File: config.mk
export PLATFORM = sky130hd
export DESIGN_NAME = rtc_control_status
export DESIGN_NICKNAME = d
export VERILOG_FILES = /design/src/rtc_pkg.sv /design/src/rtc_control_status.sv /design/src/rtc_divider.sv
export SDC_FILE = /design/constraint.sdc
export NUM_CORES = 1
export LEC_CHECK = 0
export BUFFER_PORTS_ARGS = -buffer_cell sky130_fd_sc_hd__buf_2
export CAP_MARGIN = 30
export CORE_ASPECT_RATIO = 0.5
export CORE_UTILIZATION = 30
export CTS_CLUSTER_SIZE = 12
export DETAILED_ROUTE_END_ITERATION = 8
export GPL_TIMING_DRIVEN = 0
export SETUP_SLACK_MARGIN = 0.1
export SYNTH_ARGS = -nofsm -noshare
export SYNTH_HDL_FRONTEND = slang
export SYNTH_SLANG_ARGS = --single-unit
File: constraint.sdc
create_clock -name clk -period 2.6 [get_ports clk]
set_input_delay 0.13 -clock clk [delete_from_list [all_inputs] [get_ports clk]]
set_output_delay 0.13 -clock clk [all_outputs]
set_load 0.02 [all_outputs]
File: src/rtc_pkg.sv
// Shared constants and types of the clock control, flag and status block
package rtc_pkg;

  // Register addresses on the multiplexed bus
  localparam logic [7:0] ADDR_CONTROL = 8'h0b;
  localparam logic [7:0] ADDR_FLAGS = 8'h0c;
  localparam logic [7:0] ADDR_STATUS = 8'h0d;

  // Control register bit positions
  localparam int unsigned CTL_INHIBIT = 7;
  localparam int unsigned CTL_PIE = 6;
  localparam int unsigned CTL_AIE = 5;
  localparam int unsigned CTL_UIE = 4;
  localparam int unsigned CTL_SQUARE_WAVE_ENABLE = 3;
  localparam int unsigned CTL_NUMFMT = 2;
  localparam int unsigned CTL_HOUR24 = 1;
  localparam int unsigned CTL_DST = 0;
  localparam logic [7:0] CTL_RESET = 8'h00;

  // Source flag vector positions (periodic, alarm, update-ended)
  localparam int unsigned FLG_PERIODIC = 2;
  localparam int unsigned FLG_ALARM = 1;
  localparam int unsigned FLG_UPDATE = 0;
  localparam logic [2:0] FLG_RESET = 3'h0;
  localparam logic [3:0] FLG_UNUSED = 4'h0;
  localparam logic [6:0] STS_UNUSED = 7'h00;

  // Alarm byte whose two top bits are set matches any time
  localparam logic [7:0] DONT_CARE_MASK = 8'hc0;

  // Update cycle lead time from progress flag to transfer
  localparam int unsigned CLK_MHZ = 100;
  localparam int unsigned UIP_LEAD_US = 244;
  localparam int unsigned UIP_LEAD_CYCLES = UIP_LEAD_US * CLK_MHZ;
  localparam int unsigned LEAD_W = 16;

  // Divider chain and rate selection
  localparam int unsigned DIV_STAGES = 15;
  localparam logic [3:0] RATE_NONE = 4'h0;
  localparam logic [3:0] RATE_ALT_256 = 4'h1;
  localparam logic [3:0] RATE_ALT_128 = 4'h2;
  localparam logic [3:0] TAP_256 = 4'h6;
  localparam logic [3:0] TAP_128 = 4'h7;
  localparam logic [3:0] RATE_TAP_OFFSET = 4'h2;
  localparam logic [3:0] SECOND_TAP = 4'he;

  typedef enum logic {UPD_IDLE, UPD_LEAD} upd_state_t;

  // Maps a rate code to a divider stage index
  function automatic logic [3:0] tap_index(input logic [3:0] rate);
    if (rate == RATE_ALT_256) begin
      return TAP_256;
    end else if (rate == RATE_ALT_128) begin
      return TAP_128;
    end else begin
      return rate - RATE_TAP_OFFSET;
    end
  endfunction : tap_index

endpackage : rtc_pkg
File: src/rtc_control_status.sv
// Control, flag and status registers with interrupt and update timing
`timescale 1ns/1ps
`default_nettype none
// Behaviour
// RULE1: Inhibit bit zero lets updates advance time
// RULE2: Inhibit bit changes only by software write
// RULE3: Periodic enable gates interrupt, flag always sets
// RULE4: Periodic enable cleared by reset pin
// RULE5: Alarm on byte match, don't-care bytes match
// RULE6: Alarm enable cleared by reset pin only
// RULE7: Update enable cleared by pin or inhibit
// RULE8: Square wave out when enabled, else low
// RULE9: Number format bit, software only
// RULE10: Hour format bit, software only
// RULE11: Daylight saving bit, software only
// RULE12: Control bits inhibit down to daylight saving
// RULE13: Combined flag is any flag with enable
// RULE14: Periodic flag sets on tap edge
// RULE15: Alarm flag set on match, cleared on read
// RULE16: Update flag set after every update cycle
// RULE17: Flag register layout, low nibble zero
// RULE18: Status bit seven shows backup cell health
// RULE19: Status bits six to zero read zero
// RULE20: Setting inhibit drops progress flag and transfer
// RULE21: Rate code picks tap, zero means none
// RULE22: Flag read returns old values, then clears
// RULE23: Host reads flags before leaving service
module rtc_control_status import rtc_pkg::*; #(
  parameter int unsigned LEAD_CYCLES = UIP_LEAD_CYCLES // Progress lead
) (
  input wire logic clk,              // System clock, 100 MHz
  input wire logic nrst,             // Asynchronous reset, active low
  input wire logic oscPin,           // 32.768 kHz oscillator input
  input wire logic rstPinN,          // Device reset pin, active low
  input wire logic backupOk,         // Backup cell healthy
  input wire logic addrStrobe,       // Address strobe pin
  input wire logic dataStrobe,       // Data strobe pin
  input wire logic readNotWrite,     // High for read, low for write
  input wire logic chipEnN,          // Chip enable, active low
  input wire logic [7:0] adIn,       // Address/data bus, input side
  output logic [7:0] adOut,          // Address/data bus, output side
  output logic adOe,                 // Bus output enable
  output logic irqOut,               // Interrupt pin level, always low
  output logic irqOe,                // Interrupt pin pulled low
  output logic sqwPin,               // Square wave pin
  input wire logic [3:0] rateSelect, // Rate code from rate register
  input wire logic [7:0] timeSec,    // Current seconds byte
  input wire logic [7:0] timeMin,    // Current minutes byte
  input wire logic [7:0] timeHour,   // Current hours byte
  input wire logic [7:0] alarmSec,   // Alarm seconds byte
  input wire logic [7:0] alarmMin,   // Alarm minutes byte
  input wire logic [7:0] alarmHour,  // Alarm hours byte
  output logic updateInProgress,     // Update soon to transfer
  output logic updateTransfer,       // One cycle: advance counters
  output logic binaryMode,           // Binary when high, BCD when low
  output logic hour24Mode,           // 24-hour when high
  output logic daylightSavingEn      // Enables daylight saving jumps
);

  typedef struct packed {
    logic [1:0] osc;
    logic [1:0] as;
    logic [1:0] ds;
    logic [1:0] rw;
    logic [1:0] ce;
    logic [1:0] rstp;
    logic [1:0] valid;
    logic [7:0] ad1;
    logic [7:0] ad2;
    logic oscPrev;
    logic asPrev;
    logic dsPrev;
    logic oscTick;
    logic [7:0] addr;
    logic sel;
    logic [7:0] ctrl;
    logic [2:0] flags;
    logic combined;
    upd_state_t upd;
    logic [LEAD_W-1:0] cnt;
    logic update_in_progress;
    logic xfer;
    logic [7:0] adOut;
    logic adOe;
    logic irqOe;
    logic irqOut;
    logic square_wave_pin;
  } ctl_state_t;

  ctl_state_t s;
  ctl_state_t n;

  logic tapLevel;
  logic periodicPulse;
  logic secondPulse;
  logic asFall;
  logic dsRise;
  logic dsFall;
  logic pinRst;
  logic wrCtl;
  logic rdFlagsEnd;
  logic updEnd;
  logic alarmHit;
  logic [7:0] rdData;
  logic rdMapped;
  logic [2:0] flagEn;
  logic [2:0][7:0] timeBytes;
  logic [2:0][7:0] alarmBytes;
  logic [2:0] byteMatch;

  // Divider chain fed by the synchronised oscillator tick
  rtc_divider u_divider (
    .clk(clk),
    .nrst(nrst),
    .oscTick(s.oscTick),
    .rateSelect(rateSelect),
    .tapLevel(tapLevel),
    .periodicPulse(periodicPulse),
    .secondPulse(secondPulse)
  );

  // Alarm comparison per byte, don't-care code matches anything
  assign timeBytes = {timeHour, timeMin, timeSec};
  assign alarmBytes = {alarmHour, alarmMin, alarmSec};
  for (genvar i = 0; i < 3; i++) begin : g_alarm
    assign byteMatch[i] = ((alarmBytes[i] & DONT_CARE_MASK) == DONT_CARE_MASK)
        || (alarmBytes[i] == timeBytes[i]); // [RULE5]
  end
  assign alarmHit = &byteMatch;

  // Next-state logic
  always_comb begin
    n = s;
    // Pin synchronisers, first stage feeds only the second
    n.osc = {s.osc[0], oscPin};
    n.as = {s.as[0], addrStrobe};
    n.ds = {s.ds[0], dataStrobe};
    n.rw = {s.rw[0], readNotWrite};
    n.ce = {s.ce[0], chipEnN};
    n.rstp = {s.rstp[0], rstPinN};
    n.valid = {s.valid[0], backupOk};
    n.ad1 = adIn;
    n.ad2 = s.ad1;
    n.oscPrev = s.osc[1];
    n.asPrev = s.as[1];
    n.dsPrev = s.ds[1];
    n.oscTick = s.osc[1] & ~s.oscPrev;
    asFall = s.asPrev & ~s.as[1];
    dsRise = ~s.dsPrev & s.ds[1];
    dsFall = s.dsPrev & ~s.ds[1];
    pinRst = ~s.rstp[1];

    // Address phase: latch address when strobe falls
    if (asFall) begin
      n.addr = s.ad2;
      n.sel = ~s.ce[1];
    end
    wrCtl = dsFall & s.sel & ~s.rw[1] & (s.addr == ADDR_CONTROL);
    rdFlagsEnd = dsFall & s.sel & s.rw[1] & (s.addr == ADDR_FLAGS);

    // Read data selection
    rdMapped = 1'b1;
    if (s.addr == ADDR_CONTROL) begin
      rdData = s.ctrl;
    end else if (s.addr == ADDR_FLAGS) begin
      rdData = {s.combined, s.flags, FLG_UNUSED}; // [RULE17]
    end else if (s.addr == ADDR_STATUS) begin
      rdData = {s.valid[1], STS_UNUSED}; // [RULE18] [RULE19]
    end else begin
      rdData = 8'h00;
      rdMapped = 1'b0;
    end

    // Data phase: drive while strobe is high on a mapped read
    if (dsRise & s.sel & s.rw[1] & rdMapped) begin
      n.adOut = rdData; // [RULE22]
      n.adOe = 1'b1;
    end else if (dsFall) begin
      n.adOe = 1'b0;
    end

    // Control register write; inhibit rising clears update enable
    if (wrCtl) begin
      n.ctrl = s.ad2; // [RULE12] [RULE2] [RULE9] [RULE10] [RULE11]
      if (s.ad2[CTL_INHIBIT] & ~s.ctrl[CTL_INHIBIT]) begin
        n.ctrl[CTL_UIE] = 1'b0; // [RULE7]
      end
    end
    // Reset pin clears only the enables it owns
    if (pinRst) begin
      n.ctrl[CTL_PIE] = 1'b0; // [RULE4]
      n.ctrl[CTL_AIE] = 1'b0; // [RULE6]
      n.ctrl[CTL_UIE] = 1'b0; // [RULE7]
      n.ctrl[CTL_SQUARE_WAVE_ENABLE] = 1'b0; // [RULE8]
    end

    // Update cycle: progress lead, then transfer and end
    updEnd = 1'b0;
    case (s.upd)
      UPD_IDLE: begin
        if (secondPulse) begin
          n.upd = UPD_LEAD;
          n.cnt = '0;
        end
      end
      UPD_LEAD: begin
        if (s.cnt == LEAD_W'(LEAD_CYCLES - 1)) begin
          n.upd = UPD_IDLE;
          updEnd = 1'b1;
        end else begin
          n.cnt = s.cnt + 1'b1;
        end
      end
    endcase
    n.update_in_progress = (n.upd == UPD_LEAD) & ~n.ctrl[CTL_INHIBIT]; // [RULE20]
    n.xfer = updEnd & ~n.ctrl[CTL_INHIBIT]; // [RULE1] [RULE20]

    // Flags: pin reset wins, otherwise a new event beats the read clear
    if (pinRst) begin
      n.flags = FLG_RESET; // [RULE14] [RULE15] [RULE16]
    end else begin
      n.flags = s.flags & ~{3{rdFlagsEnd}}; // [RULE22]
      n.flags[FLG_PERIODIC] = n.flags[FLG_PERIODIC] | periodicPulse; // [RULE14]
      n.flags[FLG_ALARM] = n.flags[FLG_ALARM] | (updEnd & alarmHit); // [RULE15]
      n.flags[FLG_UPDATE] = n.flags[FLG_UPDATE] | updEnd; // [RULE16]
    end
    flagEn = {n.ctrl[CTL_PIE], n.ctrl[CTL_AIE], n.ctrl[CTL_UIE]};
    n.combined = |(n.flags & flagEn); // [RULE13] [RULE3]
    n.irqOe = n.combined; // [RULE13]
    n.irqOut = 1'b0;
    n.square_wave_pin = s.ctrl[CTL_SQUARE_WAVE_ENABLE] & tapLevel; // [RULE8] [RULE21]
  end

  // State register
  always_ff @(posedge clk or negedge nrst) begin
    if (!nrst) begin
      s <= '0;
      s.ctrl <= CTL_RESET;
      s.upd <= UPD_IDLE;
    end else begin
      s <= n;
    end
  end

  // Outputs straight from the state register
  assign adOut = s.adOut;
  assign adOe = s.adOe;
  assign irqOut = s.irqOut;
  assign irqOe = s.irqOe;
  assign sqwPin = s.square_wave_pin;
  assign updateInProgress = s.update_in_progress;
  assign updateTransfer = s.xfer;
  assign binaryMode = s.ctrl[CTL_NUMFMT];
  assign hour24Mode = s.ctrl[CTL_HOUR24];
  assign daylightSavingEn = s.ctrl[CTL_DST];

  a_inhibit_blocks_xfer: assert property (@(posedge clk) disable iff (!nrst) // [RULE1]
    s.ctrl[CTL_INHIBIT] |-> !updateTransfer && !updateInProgress)
    else $error("Update transfer while inhibited");

  a_inhibit_write_only: assert property (@(posedge clk) disable iff (!nrst) // [RULE2]
    $changed(s.ctrl[CTL_INHIBIT]) |-> $past(wrCtl))
    else $error("Inhibit bit changed without a write");

  a_pin_clears_enables: assert property (@(posedge clk) disable iff (!nrst) // [RULE4]
    pinRst |=> !s.ctrl[CTL_PIE] && !s.ctrl[CTL_AIE] && !s.ctrl[CTL_SQUARE_WAVE_ENABLE]
      && !s.ctrl[CTL_UIE] && s.flags == FLG_RESET)
    else $error("Reset pin left an enable or flag set");

  a_periodic_sets: assert property (@(posedge clk) disable iff (!nrst) // [RULE14]
    periodicPulse && !pinRst |=> s.flags[FLG_PERIODIC])
    else $error("Periodic flag missed a tap edge");

  a_alarm_sets: assert property (@(posedge clk) disable iff (!nrst) // [RULE15]
    updEnd && alarmHit && !pinRst |=> s.flags[FLG_ALARM] && s.flags[FLG_UPDATE])
    else $error("Alarm or update flag missed");

  a_uie_on_inhibit: assert property (@(posedge clk) disable iff (!nrst) // [RULE7]
    $rose(s.ctrl[CTL_INHIBIT]) |-> !s.ctrl[CTL_UIE])
    else $error("Update enable kept when inhibit rose");

  a_sqw_low: assert property (@(posedge clk) disable iff (!nrst) // [RULE8]
    !s.ctrl[CTL_SQUARE_WAVE_ENABLE] |=> !sqwPin)
    else $error("Square wave pin driven while disabled");

  a_irq_cause: assert property (@(posedge clk) disable iff (!nrst) // [RULE13]
    irqOe == |(s.flags & {s.ctrl[CTL_PIE], s.ctrl[CTL_AIE], s.ctrl[CTL_UIE]})
      && irqOe == s.combined)
    else $error("Interrupt pin disagrees with flags and enables");

  a_read_clears: assert property (@(posedge clk) disable iff (!nrst) // [RULE22]
    rdFlagsEnd && !periodicPulse && !updEnd |=> s.flags == FLG_RESET && !irqOe)
    else $error("Flag read did not clear the flags");

  a_lead_time: assert property (@(posedge clk) disable iff (!nrst) // [RULE20]
    $rose(s.upd == UPD_LEAD) |-> (s.upd == UPD_LEAD) [*8])
    else $error("Update lead ended too early");

endmodule : rtc_control_status
`default_nettype wire

File: src/rtc_divider.sv
// Fifteen stage divider chain with rate tap and one second tick
`timescale 1ns/1ps
`default_nettype none
module rtc_divider import rtc_pkg::*; (
  input wire logic clk,              // System clock
  input wire logic nrst,             // Asynchronous reset, active low
  input wire logic oscTick,          // One pulse per oscillator period
  input wire logic [3:0] rateSelect, // Rate code for tap choice
  output logic tapLevel,             // Selected tap level
  output logic periodicPulse,        // Rising edge of selected tap
  output logic secondPulse           // One pulse per second
);

  typedef struct packed {
    logic [DIV_STAGES-1:0] count;
    logic tap;
    logic pp;
    logic sp;
  } div_state_t;

  div_state_t s;
  div_state_t n;

  // Count oscillator ticks and pick the tap
  always_comb begin
    n = s;
    if (oscTick) begin
      n.count = s.count + 1'b1;
    end
    n.tap = (rateSelect != RATE_NONE) & n.count[tap_index(rateSelect)]; // [RULE21]
    n.pp = n.tap & ~s.tap; // [RULE14]
    n.sp = n.count[SECOND_TAP] & ~s.count[SECOND_TAP];
  end

  always_ff @(posedge clk or negedge nrst) begin
    if (!nrst) begin
      s <= '0;
    end else begin
      s <= n;
    end
  end

  assign tapLevel = s.tap;
  assign periodicPulse = s.pp;
  assign secondPulse = s.sp;

  a_no_rate_none: assert property (@(posedge clk) disable iff (!nrst) // [RULE21]
    (rateSelect == RATE_NONE) [*2] |-> !periodicPulse && !tapLevel)
    else $error("Tap active with rate code none");

endmodule : rtc_divider
`default_nettype wire

Yosys cells after proc, flatten, opt, wreduce, memory -nomap -nowiden

Index checks and enable logic that the tools add are counted.

Add/subtract/negate cells: 3
$lt $le $gt $ge: 1
Eq/ne operators: 15
Muxes and demuxes: 23
Bitwise operators: 37
Reduce and logical (&&, ||, !) cells: 8

Operators with widths:

| kind                                               | number |
|---|---|
| case mux 17 bit (2 select lines)                   | 1 |
| two-way mux 8 bit                                  | 4 |
| == test 8 x 4 -> 1 bit, second input constant      | 3 |
| == test 8 bit                                      | 3 |
| AND 1 bit                                          | 20 |
| two-way mux 17 bit                                 | 1 |
| adder 16 x 1 -> 16 bit, second input constant      | 1 |
| == test 16 x 15 -> 1 bit, second input constant    | 1 |
| two-way mux 16 bit                                 | 1 |
| adder 15 x 1 -> 15 bit, second input constant      | 1 |
| two-way mux 15 bit                                 | 1 |
| two-way mux 4 bit                                  | 3 |
| inverter 1 bit                                     | 11 |
| two-way mux 1 bit                                  | 10 |
| AND 3 bit                                          | 2 |
| == test 2 bit, second input constant               | 3 |
| < comparator 4 x 5 -> 1 bit, second input constant | 1 |
| binary-select mux 1 bit (select 4 bit)             | 1 |
| == test 4 x 1 -> 1 bit, second input constant      | 1 |
| == test 4 x 2 -> 1 bit, second input constant      | 1 |
| != test 2 x 1 -> 1 bit, second input constant      | 2 |
| nonzero test 4 bit                                 | 1 |
| subtractor 4 x 2 -> 4 bit, second input constant   | 1 |
| logical OR 1 bit                                   | 3 |
| 8 further kinds                                    | 10 |

Flip-flop bits (word level): 102
Output and inout bits: 17
Logic and storage cells: 118

Depth between registers and ports, before layout

Gate-level depths: netlist (run 1).

Depth in word-level cells: 11
Gate-level depth with buffers: 7
Mapped depth without buffers: 7

Modules after synthesis

A second synthesis (run 1) with hierarchy kept.

Cell total of the unflattened synthesis: 408
Area total of the unflattened synthesis: 4697.0 µm²

Modules (own cells, without submodules):

| module             | instances | cells each | area an instance (µm²) | sequential area each (µm²) |
|---|---|---|---|---|
| rtc_control_status | 1         | 292        | 3583.4                 | 2102.0 |
| rtc_divider        | 1         | 116        | 1113.6                 | 450.4 |

Worst setup path before layout (run 1)

OpenSTA, ideal clock, no wires.

Path type: reg2reg
Start point: reg u_divider.s[3] (netlist name)
End point: reg u_divider.s, in the netlist u_divider.tapLevel
Arrival: 1.869 ns
Required time: 2.466 ns
Setup slack: 0.598 ns
Cell stages (with the launch flop): 8
Path buffers: 0
Cells stage by stage: dfrtp_1 ha_1 nand4_2 nor4_2 xor2_1 a311o_1 a211oi_1 nor3_1

RTL lines:

| element                | RTL line          | text |
|---|---|---|
| start, declared        | rtc_divider.sv:21 | `div_state_t s;` |
| start signal, assigned | rtc_divider.sv:39 | `s <= n;` |

==> impl_metrics.py, run 1 <==
metrics = {
    "critical_path": {
        "required_ns": 2.81,
        "crit_chain": "ha_1 > nand4_2 > nor4_2 > xor2_1 > a311o_1 > a211oi_2 > nor3_1",
        "critPathMaxStageDelay_ns": 0.43,
        "cp-end-kind": "register",
        "crit_type": "reg2reg",
        "cp-start-kind": "register",
        "worst_path_max_delay_cell": "dfrtp_1",
        "path_max_fanout": 4,
        "cp.arrival_ns": 2.47,
    },
    "synth": {
        "syn_avg_cell_area_um2": 11.9,
        "seq_area_frac_synth_pct": 56.1,
        "synth_top_area_share_pct": 56.1,
        "synth_top_cell_by_area": "dfrtp_1",
        "synthTopCellsByArea": "dfrtp_1, xor2_1, xnor2_1",
        "syn_area_um2": 4550,
        "synth_warnings": 0,
        "ys_seq_elements": 102,
        "syn_inst": 383,
        "async_reset_ff_share_pct": 100,
        "synth_commonest_cells": "dfrtp_1, xor2_1, nor2_1",
        "synth_fp_nets": 455,
        "yosysMostFrequentCell": "dfrtp_1",
        "synth_cell_types": 54,
        "synth_flop_cell": "dfrtp_1",
        "synth_edf_count": 0,
    },
    "route": {
        "drcViolationCount": 0,
        "drtIter0Drc": 139,
        "ant_nets": 0,
        "wl_per_cell_um": 13.1,
        "routed-via-count": 3188,
        "firstDrtPassIters": 4,
        "wirelength_mm": 9.09,
        "viasPerCell": 4.58,
    },
    "sta": {
        "maxSlewViolCount": 0,
        "timing_hold_violations_final": 0,
        "setup_viol": 0,
        "post-route-period-util_pct": 86.7,
        "grt_setup_unrepaired": "false",
        "fmax_mhz": 443,
        "setup_tns_ns": 0,
        "relSlewSlack_pct": 60.9,
        "max_slew.worst_pin.slew_ns": 0.582,
        "period_minus_slack_ns": 2.26,
        "fin_worst_skew_ns": 0.00523,
    },
    "flow_run": {
        "cap_violations": 0,
    },
    "clocking": {
        "cts_max_path_buffers": 2,
        "path_clk_slew_ns": 0.07,
        "clock_latency_ns": 0.34,
        "post_cts_buffers": 0,
        "clockRootBuffer": "clkbuf_16",
        "numCtsBuffers": 9,
        "htreeDepth": 3,
        "cts_tree": "done",
        "clock-sinks": 102,
    },
    "placed_design": {
        "hpwl_mm": 6.61,
        "port_buffers": 82,
        "gp_congestion": 0.817,
    },
    "pwr": {
        "max-vdd-ir-drop_mv": 0.306,
        "p_per_area_nw_per_um2": 645,
        "finalPower_mw": 3.70,
        "p_leak_nw": 2.73,
    },
    "global_routing": {
        "use_met1_pct": 16.1,
        "antenna_found_initial": 0,
        "use_met3_pct": 3.74,
        "grt_pass1_wl_mm": 15.2,
        "track_usage_pct": 12.4,
        "grt_start_max_net_pins": 64,
        "grt_pass1_vias": 3134,
        "grt.busiest_layer": "met2",
        "use_met2_pct": 20.4,
        "global_route.overflow_total": 0,
    },
    "cells_and_area": {
        "drive_gt1_share_pct": 28.5,
        "register_area_um2": 2550,
        "fill_cells": 1412,
        "diodes": 0,
        "area_growth_pct": 26.2,
        "nNetsFinal": 565,
        "multi_input_area_um2": 1870,
        "final_util_pct": 39.3,
    },
    "floorplanning": {
        "initial_core_util_pct": 31.1,
        "pin_count": 86,
        "chipHeight_um": 89.1,
        "fp.dieW_um": 176,
        "rows": 31,
        "core_area_um2": 14600,
        "dieArea_um2": 15700,
    },
    "status": {
        "status": "complete, no violations",
    },
    "worst_hold_path": {
        "hp-class": "in2async",
    },
}
==> worst max-delay path, delay by kind of cell, from the launching register on <==
family | cells | cell delay [ns]
compound gates | 2 | 0.63
fa+ha+maj | 1 | 0.23
flops | 1 | 0.43
xor+xnor | 1 | 0.18
simple gates | 3 | 0.66
==> report_power, final <==
group | total [mW] | internal (mW) | switching [mW]
Clock | 1.51 | 0.939 | 0.570
Sequential | 1.79 | 1.69 | 0.101
Combinational | 0.405 | 0.205 | 0.200
Total | 3.70 | 2.83 | 0.871
==> cell families (layout without fill, tap and decap cells) <==
kind of cell               Yosys count  after routing  synth area share [%]
other                                1              1                0.0824
DFF                                102            102                  56.1
xor gates and xnor gates            53             53                  10.2
adders and majority gates            3              3                 0.825
AOI/OAI and AO/OA                   44             44                  6.95
muxes                               21             21                  5.00
buffers and inverters               26            141                  3.00
and+or+nand+nor                    133            133                  17.9
==> stage by stage <==
stage	area (um^2)	cells	hold slack, ns	setup slack, ns
finish	5740	696	0.329	0.345
CTS	5740	696	0.328	0.185
floorplan	4550	383	-0.166	0.598
detailed placement	5240	664	0.153	0.230
global route	5740	696	0.356	0.204
global placement	5210	663	0.239	0.273
==> cell usage in the layout (no fill, tap or decap), drive strengths merged, types with 3 or more instances in the layout <==
cell,synthesis,routed
nand4,18,18
dlygate4sd3,0,16
mux2,14,14
bufinv,0,3
xnor2,17,17
nand3,13,13
nor4,12,12
o21ai,13,13
nand2,24,24
a21oi,4,4
dfrtp,102,102
and3,4,4
buf,13,96
a22oi,6,6
mux2i,7,7
clkbuf,3,13
inv,10,10
nor3,8,8
a211oi,3,3
and2,8,8
a22o,4,4
nor2,27,27
nor2b,8,8
xor2,36,36
ha,3,3
o21a,3,3
==> final timing paths <==
path                                          startpoint  slack, ns  cells after the start                      endpoint
worst max-delay path            u_divider.s[3]$_DFF_PN0_       0.34                      7  u_divider.tapLevel$_DFF_PN0_
worst min-delay path                                nrst       0.33                      2      u_divider.s[5]$_DFF_PN0_
worst max register to register  u_divider.s[3]$_DFF_PN0_       0.34                      7  u_divider.tapLevel$_DFF_PN0_
worst min register to register           n[81]$_DFF_PN0_       0.34                      0               n[53]$_DFF_PN0_
max in group asynchronous                           nrst       1.59                      3             s[50]$_DFFE_PN0P_
min in group clk                         n[81]$_DFF_PN0_       0.34                      0               n[53]$_DFF_PN0_
==> cell type report <==
class / instances / area share, %
multi-input cells: 255 / 32.5
plain buffers: 16 / 1.72
clock buffers: 10 / 3.99
well taps: 198 / 4.31
repair buffers: 99 / 10.5
clock inverters: 6 / 1.92
inverters: 10 / 0.653
flip-flops and latches: 102 / 44.4
==> state kept, by name (all words and copies together), names as in the netlist, 8 cells and up <==
name,flops
n,18
s,50
u_divider.s,15
adOut,8
==> per-layer routing <==
layer	share of wire [%]	vias up
li1	-	1569
met5	0	-
met2	45	93
met1	48	1522
met4	0.54	0
met3	6.2	4
==> what timing repair did <==
action / 4_1_cts / 5_1_grt
hold endpoints to repair: 54 / 0
hold buffers: 16 / 0
resized for setup: 0 / 1
endpoints found under the setup margin: 0 / 1
(Power assumes the default switching activity.)
==> inputs of run 2 (changes only) <==
Settings changed: CORE_UTILIZATION 30 to 40.
==> impl_metrics.py, run 2 (same netlist as run 1, synthesis figures left out) <==
metrics = {
    "worst_hold_path": {
        "hp-class": "in2async",
    },
    "clocking": {
        "htreeDepth": 3,
        "clock_latency_ns": 0.35,
        "cts_resized": 0,
        "numCtsBuffers": 9,
        "cts_max_path_buffers": 2,
        "path_clk_slew_ns": 0.07,
        "clockRootBuffer": "clkbuf_16",
        "clock-sinks": 102,
        "post_cts_buffers": 0,
        "cts_hold_buf": 16,
        "cts_tree": "done",
    },
    "global_routing": {
        "use_met2_pct": 26.2,
        "grt_pass1_vias": 3131,
        "use_met1_pct": 21.4,
        "grt.busiest_layer": "met2",
        "global_route.overflow_total": 0,
        "antenna_found_initial": 0,
        "use_met3_pct": 4.97,
        "grt_pass1_wl_mm": 15.0,
        "grt_start_max_net_pins": 73,
        "track_usage_pct": 16.4,
    },
    "sta": {
        "maxSlewViolCount": 0,
        "period_minus_slack_ns": 2.31,
        "fin_worst_skew_ns": 0.00942,
        "max_slew.worst_pin.slew_ns": 0.579,
        "fin_ws_ns": 0.290,
        "setup_viol": 0,
        "relSlewSlack_pct": 61.3,
        "whs_ns": 0.258,
        "setup_tns_ns": 0,
        "timing_hold_violations_final": 0,
        "grt_setup_unrepaired": "false",
        "post-route-period-util_pct": 88.8,
        "fmax_mhz": 433,
    },
    "critical_path": {
        "reg2reg_depth": 7,
        "path_max_fanout": 4,
        "crit_path_start": "u_divider.s[3]$_DFF_PN0_",
        "cp-end-kind": "register",
        "worst-r2r-setup-slack_ns": 0.29,
        "regToRegEndpoint": "u_divider.tapLevel$_DFF_PN0_",
        "critical_path.endpoint": "u_divider.tapLevel$_DFF_PN0_",
        "r2r-start": "u_divider.s[3]$_DFF_PN0_",
        "cp-start-kind": "register",
        "crit_type": "reg2reg",
        "required_ns": 2.81,
        "cp.arrival_ns": 2.52,
    },
    "floorplanning": {
        "chipHeight_um": 77.4,
        "pin_count": 86,
        "core_area_um2": 11000,
        "initial_core_util_pct": 41.2,
        "fp.dieW_um": 153,
        "dieArea_um2": 11800,
        "rows": 27,
    },
    "pwr": {
        "p_per_area_nw_per_um2": 633,
        "max-vdd-ir-drop_mv": 0.306,
        "finalPower_mw": 3.57,
        "p_leak_nw": 2.72,
    },
    "cells_and_area": {
        "nNetsFinal": 565,
        "multi_input_area_um2": 1860,
        "final_common_cell": "dfrtp_1",
        "fill_cells": 1006,
        "regMostFlops": "s",
        "drive_gt1_share_pct": 28.5,
        "area_growth_pct": 24.1,
        "register_area_um2": 2550,
        "largest_register_ffs": 50,
        "diodes": 0,
        "final_cell_mix": "dfrtp_1, buf_2, xor2_1, nor2_1, nand2_1",
    },
    "route": {
        "viasPerCell": 4.95,
        "drcViolationCount": 0,
        "wl_per_cell_um": 13.6,
        "routed-via-count": 3182,
        "drtIter0Drc": 136,
        "wirelength_mm": 8.77,
        "ant_nets": 0,
        "firstDrtPassIters": 4,
    },
    "placed_design": {
        "hpwl_mm": 6.39,
        "gp_congestion": 0.813,
        "place_ws_ns": 0.287,
        "port_buffers": 82,
    },
    "flow_run": {
        "cap_violations": 0,
    },
    "status": {
        "status": "complete, no violations",
    },
}
## run 2: cell types whose count changed in the layout (fill, tap and decap cells not counted)
cell	change
inv_6	+3
bufinv_16	-2
a211oi_1	+1
a211oi_2	-1
clkbuf_1	-1
clkinv_2	-1
clkinv_4	+1
clkinv_8	+1
clkinvlp_4	-1
## run 2: routing by layer
| metal | share of wire (%) | routed length, um |
|---|---|---|
| met1 | 49 | 4330 |
| met2 | 45 | 3960 |
| met3 | 4.3 | 380 |
| met4 | 1.1 | 93 |
| met5 | 0 | 0 |
## run 2: layout make-up
| class | instances | area share (%) |
|---|---|---|
| tap | 145 | 3.21 |
| clock inverter | 7 | 1.57 |
| buffer | 16 | 1.75 |
| timing repair buffer | 99 | 10.6 |
| clock buffer | 9 | 3.99 |
| multi-input combinational | 255 | 33.0 |
| sequential | 102 | 45.2 |
| inverter | 10 | 0.665 |
## run 2: how the worst min path moves through the flow
stage	slack (ns)	depth (start not counted)	start	to
floorplan	-0.17	0	nrst	adOe$_DFFE_PN0P_
global placement	0.24	1	adIn[0]	n[56]$_DFF_PN0_
detailed placement	0.10	1	nrst	s[19]$_DFFE_PN0P_
CTS	0.27	2	nrst	updateTransfer$_DFF_PN0_
global route	0.29	2	nrst	updateTransfer$_DFF_PN0_
finish	0.26	2	nrst	updateTransfer$_DFF_PN0_
## run 2: worst max-delay path: stages, from the launching register on
cell and delay (ns):
dfrtp_1 0.43, ha_1 0.22, nand4_2 0.19, nor4_2 0.39, xor2_1 0.16, a311o_1 0.30, a211oi_1 0.42, nor3_1 0.08
## run 2: through the flow
step / util, % / instances / instance area (um^2)
floorplan: - / 383 / 4550
global placement: 46.6 / 610 / 5140
detailed placement: 46.8 / 611 / 5170
CTS: 51.1 / 643 / 5650
global route: 51.1 / 643 / 5650
finish: 51.1 / 643 / 5650
## run 2: power breakdown
part | internal, mW | switching (mW)
combinational | 0.204 | 0.195
sequential | 1.69 | 0.101
clock | 0.766 | 0.619
==> inputs of run 3 (changes only) <==
Settings changed: GPL_TIMING_DRIVEN 0 to not set, SLEW_MARGIN set to 20.
==> impl_metrics.py, run 3 (same netlist as run 1, synthesis figures left out) <==
metrics = {
    "cells_and_area": {
        "area_growth_pct": 22.0,
        "multi_input_area_um2": 1860,
        "register_area_um2": 2550,
        "regMostFlops": "s",
        "final_common_cell": "dfrtp_1",
        "drive_gt1_share_pct": 27.5,
        "nNetsFinal": 554,
        "final_cell_mix": "dfrtp_1, buf_2, xor2_1, nor2_1, nand2_1",
        "diodes": 0,
        "final_util_pct": 50.3,
        "fill_cells": 979,
        "final_cell_count_no_fill": 632,
        "largest_register_ffs": 50,
    },
    "clocking": {
        "cts_tree": "done",
        "cts_hold_buf": 16,
        "htreeDepth": 3,
        "clockRootBuffer": "clkbuf_16",
        "cts_resized": 0,
        "numCtsBuffers": 9,
        "clock-sinks": 102,
        "post_cts_buffers": 0,
        "cts_max_path_buffers": 2,
        "clock_latency_ns": 0.34,
        "path_clk_slew_ns": 0.07,
    },
    "critical_path": {
        "critPathMaxStageDelay_ns": 0.43,
        "worst_path_max_delay_cell": "dfrtp_1",
        "path_buf_inv": 0,
        "cp-start-kind": "register",
        "crit_type": "reg2reg",
        "critical_path_cell_count": 7,
        "crit_chain": "ha_1 > nand4_2 > nor4_2 > xor2_1 > a311o_1 > a211oi_1 > nor3_1",
        "cp.arrival_ns": 2.39,
        "cp_top_family": "simple AND/OR/NAND/NOR gates",
        "path_max_fanout": 4,
        "reg2reg_depth": 7,
        "required_ns": 2.82,
        "cp-end-kind": "register",
    },
    "route": {
        "viasPerCell": 4.99,
        "wirelength_mm": 8.80,
        "wl_met3_um": 501,
        "firstDrtPassIters": 6,
        "drcViolationCount": 2,
        "routed-via-count": 3156,
        "ant_nets": 0,
        "wl_per_cell_um": 13.9,
        "wl_met2_mm": 3.93,
        "highest_layer": "met4",
        "drtIter0Drc": 150,
        "wl_met1_mm": 4.32,
    },
    "sta": {
        "grt_setup_unrepaired": "false",
        "maxSlewViolCount": 0,
        "period_minus_slack_ns": 2.17,
        "setup_tns_ns": 0,
        "setup_viol": 0,
        "fmax_mhz": 460,
        "max_slew.worst_pin.slew_ns": 0.627,
        "relSlewSlack_pct": 58.0,
        "timing_hold_violations_final": 0,
        "fin_ws_ns": 0.425,
        "post-route-period-util_pct": 83.6,
        "fin_worst_skew_ns": 0.00850,
    },
    "status": {
        "status": "finished with violations",
        "violations": "design-rule violations",
    },
    "floorplanning": {
        "fp.dieW_um": 153,
        "rows": 27,
        "initial_core_util_pct": 41.2,
        "chipHeight_um": 77.4,
        "pin_count": 86,
        "dieArea_um2": 11800,
        "core_area_um2": 11000,
    },
    "placed_design": {
        "port_buffers": 84,
        "hpwl_mm": 6.47,
        "gp_congestion": 0.793,
        "post-place-cells": 600,
        "place_ws_ns": 0.437,
    },
    "global_routing": {
        "track_usage_pct": 16.3,
        "global_route.overflow_total": 0,
        "grt_pass1_vias": 3098,
        "grt_pass1_wl_mm": 15.0,
        "antenna_found_initial": 0,
        "grt_start_max_net_pins": 48,
    },
    "pwr": {
        "p_per_area_nw_per_um2": 624,
        "max-vdd-ir-drop_mv": 0.331,
        "p_leak_nw": 2.66,
    },
    "worst_hold_path": {
        "hp-class": "in2async",
    },
    "flow_run": {
        "cap_violations": 0,
    },
}
[run 3: report_power, final]
part	switching [mW]	internal [mW]	leakage, nW
Clock	0.590	0.688	0.137
Sequential	0.115	1.69	1.31
Combinational	0.184	0.198	1.20
[run 3: worst paths after layout]
| kind | end | slack [ns] | startpoint |
|---|---|---|---|
| worst max-delay path | u_divider.tapLevel$_DFF_PN0_ | 0.43 | u_divider.s[3]$_DFF_PN0_ |
| worst max register to register | u_divider.tapLevel$_DFF_PN0_ | 0.43 | u_divider.s[3]$_DFF_PN0_ |
| worst min-delay path | s[24]$_DFFE_PN0P_ | 0.29 | nrst |
| max in group asynchronous | irqOe$_DFF_PN0_ | 1.66 | nrst |
| worst min register to register | s[62]$_DFF_PN0_ | 0.35 | n[62]$_DFF_PN0_ |
| min in group clk | u_divider.periodicPulse$_DFF_PN0_ | 0.34 | rateSelect[0] |
[run 3: layer usage]
metal	GRT usage [%]	vias to the layer above
met4	4.55	0
met5	0	-
met1	21.7	1520
met3	5.14	5
met2	25.8	92
li1	-	1539
[run 3: per-stage QoR]
step	hold WS [ns]	total power, mW	instance area, um^2
2_1_floorplan	-0.166	2.04	4550
3_3_place_gp	0.123	2.19	5100
3_5_place_dp	0.129	2.20	5100
4_1_cts	0.299	3.52	5550
5_1_grt	0.316	3.64	5550
6_report	0.292	3.46	5550
[run 3: area by class of cell]
type / count / area share [%]
Clock buffer: 10 / 4.30
Clock inverter: 6 / 0.947
Inverter: 10 / 0.676
Multi-Input combinational cell: 255 / 33.6
Sequential cell: 102 / 46.0
Tap cell: 145 / 3.27
Timing Repair Buffer: 104 / 11.3
